## src/rtl/iacl_pkg.sv

```systemverilog
// Purpose: Shared types and constants for the IPv4 entry field matcher.
// Assumes: Header fields are already extracted by the port pipeline.
// Notes:   Mode encodings are enums; configuration travels as a struct.
package iacl_pkg;

  localparam int unsigned ADDR_W      = 32;
  localparam int unsigned PROTO_W     = 8;
  localparam int unsigned TTL_W       = 8;
  localparam int unsigned FRAG_OFF_W  = 13;
  localparam int unsigned IHL_W       = 4;

  localparam logic [PROTO_W-1:0]    PROTO_ICMP    = 8'h01;
  localparam logic [PROTO_W-1:0]    PROTO_TCP     = 8'h06;
  localparam logic [PROTO_W-1:0]    PROTO_UDP     = 8'h11;
  localparam logic [TTL_W-1:0]      TTL_ZERO      = 8'h00;
  localparam logic [FRAG_OFF_W-1:0] FRAG_OFF_ZERO = 13'h0000;
  localparam logic [IHL_W-1:0]      IHL_NO_OPT    = 4'h5;

  typedef enum logic [1:0] {
    IACL_FT_ANY,
    IACL_FT_ETH,
    IACL_FT_ARP,
    IACL_FT_IPV4
  } iacl_ftype_e;

  typedef enum logic [2:0] {
    IACL_PR_ANY,
    IACL_PR_SPECIFIC,
    IACL_PR_ICMP,
    IACL_PR_UDP,
    IACL_PR_TCP
  } iacl_proto_e;

  // Shared by TTL, fragment and option settings: zero/no, nonzero/yes, any.
  typedef enum logic [1:0] {
    IACL_TRI_ANY,
    IACL_TRI_NO,
    IACL_TRI_YES
  } iacl_tri_e;

  typedef enum logic [1:0] {
    IACL_IP_ANY,
    IACL_IP_HOST,
    IACL_IP_NETWORK
  } iacl_ipflt_e;

  typedef struct packed {
    iacl_ftype_e              frame_type;
    iacl_proto_e              proto_mode;
    logic [PROTO_W-1:0]       proto_value;
    iacl_tri_e                ttl_mode;
    iacl_tri_e                frag_mode;
    iacl_tri_e                opt_mode;
    iacl_ipflt_e              source_ip_filter;
    logic [ADDR_W-1:0]        src_addr;
    logic [ADDR_W-1:0]        src_mask;
    iacl_ipflt_e              dest_ip_filter;
    logic [ADDR_W-1:0]        dst_addr;
    logic [ADDR_W-1:0]        dst_mask;
  } iacl_cfg_s;

  typedef struct packed {
    logic                     is_ipv4;
    logic [PROTO_W-1:0]       proto;
    logic [TTL_W-1:0]         ttl;
    logic                     more_fragments_flag;
    logic [FRAG_OFF_W-1:0]    fragment_offset_field;
    logic [IHL_W-1:0]         ihl;
    logic [ADDR_W-1:0]        src_addr;
    logic [ADDR_W-1:0]        dst_addr;
  } iacl_hdr_s;

endpackage

```

## src/rtl/iacl_matcher.sv

```systemverilog
// Purpose: Decide whether one IPv4 frame hits one access_control_entry.
// Assumes: Header struct and l4_extra_ok come from the same clock domain.
// Notes:   One cycle of latency from hdr_valid to hit_valid.
// Notes on behaviour
// - Only an entry whose frame type is IPv4 can hit; any other frame type never hits.
// - Protocol filter any ignores the protocol field.
// - Specific protocol matches an 8-bit configured value exactly.
// - ICMP shortcut needs ICMP and the extra ICMP criteria.
// - UDP shortcut needs UDP and the extra UDP criteria.
// - TCP shortcut needs TCP and the extra TCP criteria.
// - TTL setting zero excludes frames with nonzero TTL.
// - TTL setting nonzero admits nonzero TTL; any ignores TTL.
// - Fragment setting no excludes frames with flag set or offset nonzero.
// - Fragment setting yes admits fragments; any ignores fragmentation.
// - Option setting no excludes frames whose header carries options.
// - Option setting yes admits frames with options; any ignores them.
// - Source filter any ignores the source address.
// - Source filter host needs source equal to configured address.
// - Source filter network compares source under the source mask.
// - Destination filter any ignores the destination address.
// - Destination filter host needs exact destination address equality.
// - Destination filter network compares under the destination mask.
`timescale 1ns/1ps

module iacl_matcher
  import iacl_pkg::*;
(
  input  wire logic                 sys_clk,
  input  wire logic                 resetn,
  input  wire iacl_pkg::iacl_cfg_s  cfg,
  input  wire logic                 hdr_valid,
  input  wire iacl_pkg::iacl_hdr_s  hdr,
  input  wire logic                 l4_extra_ok,
  output logic                      hit_valid,
  output logic                      hit,
  output logic                      ipv4_sel
);
  import iacl_pkg::*;

  // ----------------------------------------------------------------------
  // Address comparison
  // ----------------------------------------------------------------------
  function automatic logic addr_ok(input iacl_ipflt_e      mode,
                                   input logic [ADDR_W-1:0] frame_a,
                                   input logic [ADDR_W-1:0] cfg_a,
                                   input logic [ADDR_W-1:0] mask);
    logic r;
    r = 1'b1;
    case (mode)
      IACL_IP_ANY:     r = 1'b1;
      IACL_IP_HOST:    r = (frame_a == cfg_a);
      IACL_IP_NETWORK: r = ((frame_a & mask) == (cfg_a & mask));
      // Unused encoding never hits, so a corrupted setting fails safe.
      default:         r = 1'b0;
    endcase
    return r;
  endfunction

  // A tri-state setting: no requires the property absent, yes present.
  function automatic logic tri_ok(input iacl_tri_e mode,
                                  input logic      present);
    logic r;
    r = 1'b1;
    case (mode)
      IACL_TRI_ANY: r = 1'b1;
      IACL_TRI_NO:  r = ~present;
      IACL_TRI_YES: r = present;
      default:      r = 1'b0;
    endcase
    return r;
  endfunction

  // ----------------------------------------------------------------------
  // Criteria evaluation
  // ----------------------------------------------------------------------
  logic proto_ok;
  logic ttl_ok;
  logic frag_ok;
  logic opt_ok;
  logic src_ok;
  logic dst_ok;
  logic ip_sel;
  logic match_now;
  logic is_frag;
  logic has_opt;
  logic ttl_nz;

  always_comb begin
    ip_sel  = (cfg.frame_type == IACL_FT_IPV4);
    ttl_nz  = (hdr.ttl != TTL_ZERO);
    is_frag = hdr.more_fragments_flag |
              (hdr.fragment_offset_field != FRAG_OFF_ZERO);
    // A header longer than the minimum length carries options.
    has_opt = (hdr.ihl > IHL_NO_OPT);
    proto_ok = 1'b1;
    case (cfg.proto_mode)
      IACL_PR_ANY:      proto_ok = 1'b1;
      IACL_PR_SPECIFIC: proto_ok = (hdr.proto == cfg.proto_value);
      IACL_PR_ICMP:     proto_ok = (hdr.proto == PROTO_ICMP) &
                                   l4_extra_ok;
      IACL_PR_UDP:      proto_ok = (hdr.proto == PROTO_UDP) &
                                   l4_extra_ok;
      IACL_PR_TCP:      proto_ok = (hdr.proto == PROTO_TCP) &
                                   l4_extra_ok;
      default:          proto_ok = 1'b0;
    endcase
    ttl_ok  = tri_ok(cfg.ttl_mode, ttl_nz);
    frag_ok = tri_ok(cfg.frag_mode, is_frag);
    opt_ok  = tri_ok(cfg.opt_mode, has_opt);
    src_ok  = addr_ok(cfg.source_ip_filter, hdr.src_addr,
                      cfg.src_addr, cfg.src_mask);
    dst_ok  = addr_ok(cfg.dest_ip_filter, hdr.dst_addr,
                      cfg.dst_addr, cfg.dst_mask);
    // Non-IPv4 frames cannot hit an entry that selects IPv4.
    match_now = ip_sel & hdr.is_ipv4 & proto_ok & ttl_ok & frag_ok &
                opt_ok & src_ok & dst_ok;
  end

  // ----------------------------------------------------------------------
  // Result register
  // ----------------------------------------------------------------------
  logic hit_valid_r;
  logic hit_valid_nxt;
  logic hit_r;
  logic hit_nxt;

  always_comb begin
    hit_valid_nxt = hdr_valid;
    // Hold the last verdict between frames so consumers see a stable value.
    hit_nxt       = hdr_valid ? match_now : hit_r;
  end

  always_ff @(posedge sys_clk or negedge resetn) begin
    if (!resetn) begin
      hit_valid_r <= 1'b0;
      hit_r       <= 1'b0;
    end else begin
      hit_valid_r <= hit_valid_nxt;
      hit_r       <= hit_nxt;
    end
  end

  assign hit_valid = hit_valid_r;
  assign hit       = hit_r;
  assign ipv4_sel  = ip_sel;

endmodule

```

## config.mk

```make
export PLATFORM = sky130hd
export DESIGN_NAME = iacl_matcher
export DESIGN_NICKNAME = d
export VERILOG_FILES = /design/src/rtl/iacl_pkg.sv /design/src/rtl/iacl_matcher.sv
export SDC_FILE = /design/constraint.sdc
export NUM_CORES = 1
export LEC_CHECK = 0
export BUFFER_PORTS_ARGS = -buffer_cell sky130_fd_sc_hd__buf_4
export CORE_AREA = 2 2 100 102
export CTS_CLUSTER_SIZE = 24
export DETAILED_ROUTE_END_ITERATION = 10
export DIE_AREA = 0 0 102 104
export HOLD_SLACK_MARGIN = 0.03
export PLACE_DENSITY_LB_ADDON = 0.2
export SLEW_MARGIN = 5
export SYNTH_ARGS = -nofsm -noshare
export SYNTH_HDL_FRONTEND = slang
export SYNTH_SLANG_ARGS = --single-unit
```

## constraint.sdc

```tcl
create_clock -name sys_clk -period 1.2 [get_ports sys_clk]
set_clock_uncertainty 0.1 [all_clocks]
set_input_delay 0.24 -clock sys_clk [delete_from_list [all_inputs] [get_ports sys_clk]]
set_output_delay 0.24 -clock sys_clk [all_outputs]
set_load 0.1 [all_outputs]
```

=== After elaboration in Yosys (flattened, before gate mapping) ===
Index checks and enable logic that the tools add are counted.

* Reduce and logical (&&, ||, !) cells: 8
* Multiplexer cells: 6
* Magnitude comparators: 1
* Bitwise gates (word level): 18
* Eq/ne operators: 23

{| class="wikitable"
|+ Operators by type and width
! operator !! count
|-
| bitwise AND 32 bit || 4
|-
| == test 32 bit || 4
|-
| case mux 1 bit (3 select lines) || 5
|-
| nonzero test 13 bit || 1
|-
| == test 2 bit, second input constant || 6
|-
| bitwise AND 1 bit || 10
|-
| == test 2 x 1 -> 1 bit, second input constant || 5
|-
| logical NOT 2 bit || 5
|-
| == test 8 x 1 -> 1 bit, second input constant || 1
|-
| == test 8 x 3 -> 1 bit, second input constant || 1
|-
| == test 8 x 5 -> 1 bit, second input constant || 1
|-
| == test 8 bit || 1
|-
| nonzero test 8 bit || 1
|-
| == test 3 x 2 -> 1 bit, second input constant || 2
|-
| case mux 1 bit (5 select lines) || 1
|-
| greater-than comparator 4 x 3 -> 1 bit, second input constant || 1
|-
| == test 3 x 1 -> 1 bit, second input constant || 1
|-
| == test 3 bit, second input constant || 1
|-
| logical NOT 3 bit || 1
|-
| NOT 1 bit || 3
|-
| OR 1 bit || 1
|}

* Register bits: 2
* Logic and storage cells: 58
* Output and inout port bits: 3
* Input bits: 254

=== Longest topological paths before layout ===
Gate-level depths: netlist of run 1.

* Depth after elaboration: 9
* Mapped depth: 7
* Mapped depth without buffers: 7

=== Worst setup path after synthesis of run 1 ===
No wires, ideal clock.

* Path kind: input to register
* Start: in cfg[149] in the netlist's numbering
* End: reg hit_r, in the netlist hit
* Data arrival time: 1.593 ns
* Buffers on the path: 0
* Required time: 1.020 ns
* Setup slack: -0.573 ns
* Stages: 5
* Library setup time: 0.080 ns
* Path through: and2_1 > nand4_1 > a211oi_1 > o2111ai_1 > o22ai_2

* Cells in the longest elaborated chain, start to end: 8

{| class="wikitable"
|+ RTL lines
! item !! line !! text
|-
| from (decl) || iacl_matcher.sv:30 || <nowiki>input wire iacl_pkg::iacl_cfg_s cfg,</nowiki>
|-
| == test 2 bit || iacl_matcher.sv:89 || <nowiki>ip_sel = (cfg.frame_type == IACL_FT_IPV4);</nowiki>
|-
| bitwise AND 1 bit (5 in series) || iacl_matcher.sv:115 || <nowiki>match_now = ip_sel & hdr.is_ipv4 & proto_ok & ttl_ok & frag_ok &</nowiki>
|-
| bitwise AND 1 bit (2 in series) || iacl_matcher.sv:116 || <nowiki>opt_ok & src_ok & dst_ok;</nowiki>
|-
| to (signal assigned) || iacl_matcher.sv:139 || <nowiki>hit_r <= hit_nxt;</nowiki>
|-
| to (decl) || iacl_matcher.sv:124 || <nowiki>logic hit_r;</nowiki>
|}

Every way passes these cells.
A chain may end at the register's enable or synchronous reset.

=== Worst setup path in the final report of run 1 ===
* Start: in hdr[9] in the netlist's numbering
* End: reg hit_r, in the netlist hit

* Cells in the longest elaborated chain, start to end: 4
* Elaborated cells between the ends (all ways): 5
* Classes of those cells: eq/ne (2); mux (1); bitwise (2)

{| class="wikitable"
|+ RTL lines
! item !! line !! text
|-
| from (decl) || iacl_matcher.sv:32 || <nowiki>input wire iacl_pkg::iacl_hdr_s hdr,</nowiki>
|-
| bitwise AND 32 bit || iacl_matcher.sv:52 || <nowiki>IACL_IP_NETWORK: r = ((frame_a & mask) == (cfg_a & mask));</nowiki>
|-
| == test 32 bit || iacl_matcher.sv:52 ||
|-
| case mux 1 bit (3 select lines) * || iacl_matcher.sv:49 || <nowiki>case (mode)</nowiki>
|-
| bitwise AND 1 bit * || iacl_matcher.sv:116 ||
|}

Mark *: on every way between the ends. The rest lies on a longest branch, timed or not.

==> results of run 1 <==
## power groups by stage
stage	sequential (mW)	combinational [mW]	clock (mW)
4_1_cts	0.0707	1.50	0.294
6_report	0.0706	1.57	0.282
3_3_place_gp	0.0712	1.43	0
5_1_grt	0.0707	1.70	0.302
2_1_floorplan	0.0841	0.461	0
3_5_place_dp	0.0714	1.44	0
## through the flow
stage | setup TNS [ns] | power (mW) | util, % | cells
after detailed placement | -0.901 | 1.51 | 42.0 | 673
after global routing | -0.502 | 2.07 | 45.8 | 682
after CTS | -0.512 | 1.86 | 43.9 | 681
final | -0.416 | 1.92 | 45.8 | 682
after global placement | -0.841 | 1.50 | 42.0 | 673
after floorplan | -0.351 | 0.545 | - | 246
## path summary, 6_finish.rpt
kind                            startpoint         to  slack [ns]  depth (start not counted)
worst max register to register         hit        hit        0.45                          2
worst min register to register         hit        hit        0.47                          2
worst min-delay path             hdr_valid  hit_valid        0.17                          2
min in group asynchronous           resetn  hit_valid        0.26                          2
worst max-delay path                hdr[9]        hit       -0.42                          7
max in group asynchronous           resetn  hit_valid        0.64                          2
## routing by layer
layer / up-vias / part of all wire (%) / track usage [%]
met5: - / 0 / 0
met4: 0 / 1.6 / 4.19
met1: 1220 / 35 / 15.9
li1: 1453 / - / -
met3: 10 / 8.6 / 2.22
met2: 157 / 55 / 29.4
## cells in the mapped netlist, drive strengths merged (2+ instances only)
cell,n,share of area [%]
a21oi,5,1.6
nor2b,4,1.6
nor2,12,2.8
nand2,5,1.2
nor4b,2,1.1
nor3,4,1.6
dfrtp,2,3.1
nor4,13,5.1
xor2,8,4.4
xnor2,64,35
nand4,20,7.9
inv,61,14
mux2i,2,1.3
o22ai,32,13
or4,2,0.94
## flip-flops by register name, indices dropped and copies added (netlist names)
register and flops:
hit_valid 1, hit 1
## final cells by class
type	count	area (um^2)	share of cell area (%)
repair buffers	299	2280	52.1
well taps	133	166	3.80
clock buffers	4	45.0	1.03
flip-flops and latches	2	51.3	1.17
inverters	61	229	5.23
multi-input cells	183	1600	36.6
## worst register-to-register path: stages, from the launching register on
cell     delay (ns)
dfrtp_1        0.38
inv_1          0.07
o22ai_2        0.07
## what timing repair did
item,in CTS,in global routing
resized for setup,16,28
buffers inserted,3,1
endpoints found under the hold margin,2,0
setup endpoints to repair,1,2
hold buffers,1,0
pin swaps,5,12
## cells by family after synthesis
kind of cell    count (synthesis)  synth area share [%]
mux                             2                  1.26
simple gates                   68                  25.4
flops                           2                  3.14
xor+xnor                       72                  39.6
compound gates                 41                  16.3
buf+inv                        61                  14.4
==> impl_metrics.yaml, run 1 <==
logic_synthesis:
  syn-instance-count: 246
  syn-num-nets: 500
  yosysSeqAreaShare_pct: 3.14
  synthesis.area_per_instance_um2: 6.47
  syn_area_um2: 1590
  postSynth.topFlopCell: "dfrtp_1"
  ys_async_sr_fraction_pct: 100
  synth_edf_count: 0
  yosysUniqueCellTypes: 27
  synth_seq_cells: 2
  total_number_of_yosys_warnings: 0
timing:
  timing.slew.headroom_pct: 74.6
  hold_viol_final: 0
  drv_slew: 0
  final_count_of_negative_setup_slack_endpoints: 1
  setup_slack_ns: -0.416
  final.hold.worst_slack_ns: 0.172
  timing.final.crit_share_pct: 135
  max_clock_freq_mhz: 619
  rsz0062_at_grt: "true"
  period_minus_slack_ns: 1.62
  max_slew.worst_pin.slew_ns: 0.377
floorplan:
  boundary_pin_count: 257
  die_area_um2: 10600
  die_width_um: 102
  core_um2: 9550
  floorplan.die.height_um: 104
  fp-row-count: 36
  initial_util_pct: 16.7
route:
  via_count: 2840
  antenna_violating_nets_post_route: 0
  route.detailed.wl_per_inst_um: 13.3
  wirelength_mm: 9.05
  drt_drc: 0
  detailedRoute.firstIterationViolations: 47
  dr_vias_cell: 4.16
  dr.pass1.iters: 4
placement:
  place_ws_ns: -0.901
  post_dp_area_um2: 4010
  hpwl_mm: 8.30
  gp_routability_congestion: 0.830
  place.port_buffers: 255
grt:
  antenna_found_initial: 0
  first_global_vias: 2885
  overflow: 0
  grt_start_max_net_pins: 5
  grt_pass1_wl_mm: 12.5
  grt_use_total_pct: 15.0
clocking:
  htreeDepth: 1
  clock_insertion_delay_worst_skew_ns: 0.21
  numCtsBuffers: 3
  cts_tree: "yes"
  clock_tree.buffer_depth: 2
  clock_sink_count: 2
  cts.clk_slew.worst_paths_ns: 0.03
  cts_root_buffer: "clkbuf_8"
pwr:
  peak_supply_drop_v: 0.000192
  p_leak_nw: 2.30
  power.share.sequential_pct: 3.7
  clock_power_share_pct: 14.7
  p_int_mw: 1.31
  p_sw_share_pct: 31.5
  combinationalPowerShare_pct: 81.7
  power.density_cell_area_nw_per_um2: 439
  p_switching_mw: 0.606
final_layout:
  layout.filler_cells: 996
  layout.cells.most_common_list: "buf_4, inv_1, xnor2_1, o22ai_1, nand4_1"
  final_cell_area_um2: 4380
  layout-area-overhead-vs-synth_pct: 175
  layout-drive-gt1-share_pct: 61.6
  most_common_cell_after_layout_fill_and_taps_aside: "buf_4"
  final_net_count: 804
  num_antenna_cells: 0
worst_setup_path:
  critical_path.cell_chain: "buf_4, xnor2_1, o22ai_1, or4_1, nor3_4, o22ai_2, o22ai_2"
  buffers_plus_inverters_on_the_worst_setup_path: 1
  most_numerous_cell_on_the_critical_path: "o22ai_2"
  cpPeakStageDelay_ns: 0.54
  required_ns: 1.23
  critical_path.max_fanout: 2
  worstSetupPathType: "primary input to register"
  crit_path_top_delay_cell: "or4_1"
  timing.critical_path.arrival_ns: 1.65
  type_of_destination_of_the_critical_path: "register"
  setup.worst_path.start_class: "primary input"
  cp_top_family: "simple AND/OR/NAND/NOR gates"
outcome:
  failed_checks: "negative setup slack"
  outcome: "finished with violations"
run:
  max_cap_viol_count: 0
hold_path:
  worst_hold_path_type: "primary input to register"
Note: power is estimated with default switching activity, not from simulation.
==> run 2, diff against run 1 <==
--- a/config.mk
+++ b/config.mk
@@ -12,6 +12,7 @@
 export DIE_AREA = 0 0 102 104
 export HOLD_SLACK_MARGIN = 0.03
 export PLACE_DENSITY_LB_ADDON = 0.2
+export REMOVE_ABC_BUFFERS = 1
 export SLEW_MARGIN = 5
 export SYNTH_ARGS = -nofsm -noshare
 export SYNTH_HDL_FRONTEND = slang
==> constraint.sdc (replaced) <==
create_clock -name sys_clk -period 1.2 [get_ports sys_clk]
set_clock_uncertainty 0.1 [all_clocks]
set_input_delay 0.06 -clock sys_clk [delete_from_list [all_inputs] [get_ports sys_clk]]
set_output_delay 0.06 -clock sys_clk [all_outputs]
set_load 0.1 [all_outputs]
==> impl_metrics.yaml, run 2 (synthesized netlist as in run 1, its figures left out) <==
pwr:
  power.share.sequential_pct: 3.9
  p_int_mw: 1.25
  clock_power_share_pct: 14.2
  p_switching_mw: 0.571
  peak_supply_drop_v: 0.000225
  p_leak_nw: 2.18
  combinationalPowerShare_pct: 81.9
  p_sw_share_pct: 31.3
  power.density_cell_area_nw_per_um2: 434
timing:
  final_count_of_negative_setup_slack_endpoints: 1
  max_slew.worst_pin.slew_ns: 0.350
  period_minus_slack_ns: 1.59
  timing.final.crit_share_pct: 132
  timing.slew.headroom_pct: 76.5
  drv_slew: 0
  rsz0062_at_grt: "true"
  hold_viol_final: 0
  max_clock_freq_mhz: 630
  setup_slack_ns: -0.387
placement:
  place.port_buffers: 255
  post_dp_area_um2: 3950
  hpwl_mm: 7.79
  place_inst: 671
  gp_routability_congestion: 0.846
route:
  antenna_violating_nets_post_route: 0
  drt_drc: 0
  detailedRoute.firstIterationViolations: 57
  via_count: 2800
  dr_vias_cell: 4.13
  route.detailed.wl_per_inst_um: 12.5
  dr.pass1.iters: 4
  wirelength_mm: 8.48
floorplan:
  core_um2: 9550
  die_area_um2: 10600
  die_width_um: 102
  fp-row-count: 36
  floorplan.die.height_um: 104
  initial_util_pct: 16.7
  boundary_pin_count: 257
worst_setup_path:
  most_numerous_cell_on_the_critical_path: "o22ai_2"
  worstSetupPathType: "primary input to register"
  required_ns: 1.22
  type_of_destination_of_the_critical_path: "register"
  cpPeakStageDelay_ns: 0.43
  rr_startpoint: "hit"
  critical_path.max_fanout: 2
  timing.critical_path.arrival_ns: 1.61
  critical_path.reg2reg.endpoint: "hit"
  reg2reg_setup_slack_ns: 0.45
  crit_path_top_delay_cell: "or3b_4"
  setup.worst_path.start_class: "primary input"
  critical_path.cell_chain: "buf_8, xnor2_4, o22ai_2, nor4_2, or3b_4, nor3_4, o22ai_2, o22ai_2"
  ff2ff_path_depth: 2
clocking:
  clock_insertion_delay_worst_skew_ns: 0.21
  htreeDepth: 1
  cts_tree: "yes"
  clock_sink_count: 2
  cts_root_buffer: "clkbuf_8"
  cts.clk_slew.worst_paths_ns: 0.03
  clock_tree.buffer_depth: 2
  numCtsBuffers: 3
final_layout:
  final_net_count: 801
  most_common_cell_after_layout_fill_and_taps_aside: "buf_4"
  num_antenna_cells: 0
  layout-area-overhead-vs-synth_pct: 164
  layout.cells.most_common_list: "buf_4, inv_1, xnor2_1, o22ai_1, nand4_1"
  layoutNonFillerInstCount: 678
  layout-drive-gt1-share_pct: 58.0
  final_cell_area_um2: 4200
run:
  max_cap_viol_count: 0
grt:
  grt_pass1_wl_mm: 12.6
  grt_start_max_net_pins: 5
  overflow: 0
  first_global_vias: 2822
  antenna_found_initial: 0
  grt_use_total_pct: 14.6
hold_path:
  worst_hold_path_type: "primary input to asynchronous set/reset pin"
outcome:
  outcome: "finished with violations"
  failed_checks: "negative setup slack"
## run 2: stage by stage
step | setup TNS [ns] | setup slack, ns | utilization, % | hold WS [ns] | power (mW)
3_3_place_gp | -0.679 | -0.679 | 41.4 | -0.257 | 1.46
3_5_place_dp | -0.658 | -0.658 | 41.4 | -0.254 | 1.47
4_1_cts | -0.443 | -0.443 | 42.2 | 0.0818 | 1.76
6_report | -0.387 | -0.387 | 44.0 | 0.0818 | 1.82
2_1_floorplan | -0.393 | -0.393 | - | -0.336 | 0.531
5_1_grt | -0.424 | -0.424 | 44.0 | 0.0870 | 1.97
## run 2: what timing repair did
action,4_1_cts,5_1_grt
gates resized for setup,2,24
pin swaps,1,7
hold buffers,2,0
endpoints found under the hold margin,4,0
endpoints found under the setup margin,1,1
setup buffers,0,2
## run 2: cell type report
type | instances | area (um^2)
inverter | 61 | 229
clock buffer | 3 | 41.3
tap | 133 | 166
sequential | 2 | 50.0
fill | 985 | 5350
multi-input combinational | 183 | 1470
timing repair buffer | 296 | 2240
## run 2: metal layers
metal / up-vias / global-route usage [%] / part of all wire (%)
met3: 12 / 1.75 / 7.5
met4: 0 / 2.95 / 1.7
met1: 1200 / 18.2 / 39
met2: 138 / 26.6 / 51
li1: 1450 / - / -
met5: - / 0 / 0
## run 2: power groups by stage
stage | Sequential [mW] | Combinational, mW | Clock, mW
floorplan | 0.0837 | 0.447 | 0
global placement | 0.0708 | 1.39 | 0
detailed placement | 0.0710 | 1.40 | 0
CTS | 0.0704 | 1.42 | 0.269
global route | 0.0703 | 1.62 | 0.278
finish | 0.0703 | 1.49 | 0.260
## run 2: critical path, delay by kind of cell
family | cells | cell delay (ns)
compound gates | 3 | 0.33
xor+xnor | 1 | 0.18
buf+inv | 1 | 0.11
simple gates | 3 | 0.93
## run 2: worst max path at each step
stage	from	end	slack, ns
floorplan	cfg[149]	hit	-0.39
global placement	hdr[12]	hit	-0.68
detailed placement	hdr[12]	hit	-0.66
CTS	hdr[25]	hit	-0.44
global route	cfg[56]	hit	-0.42
finish	cfg[56]	hit	-0.39
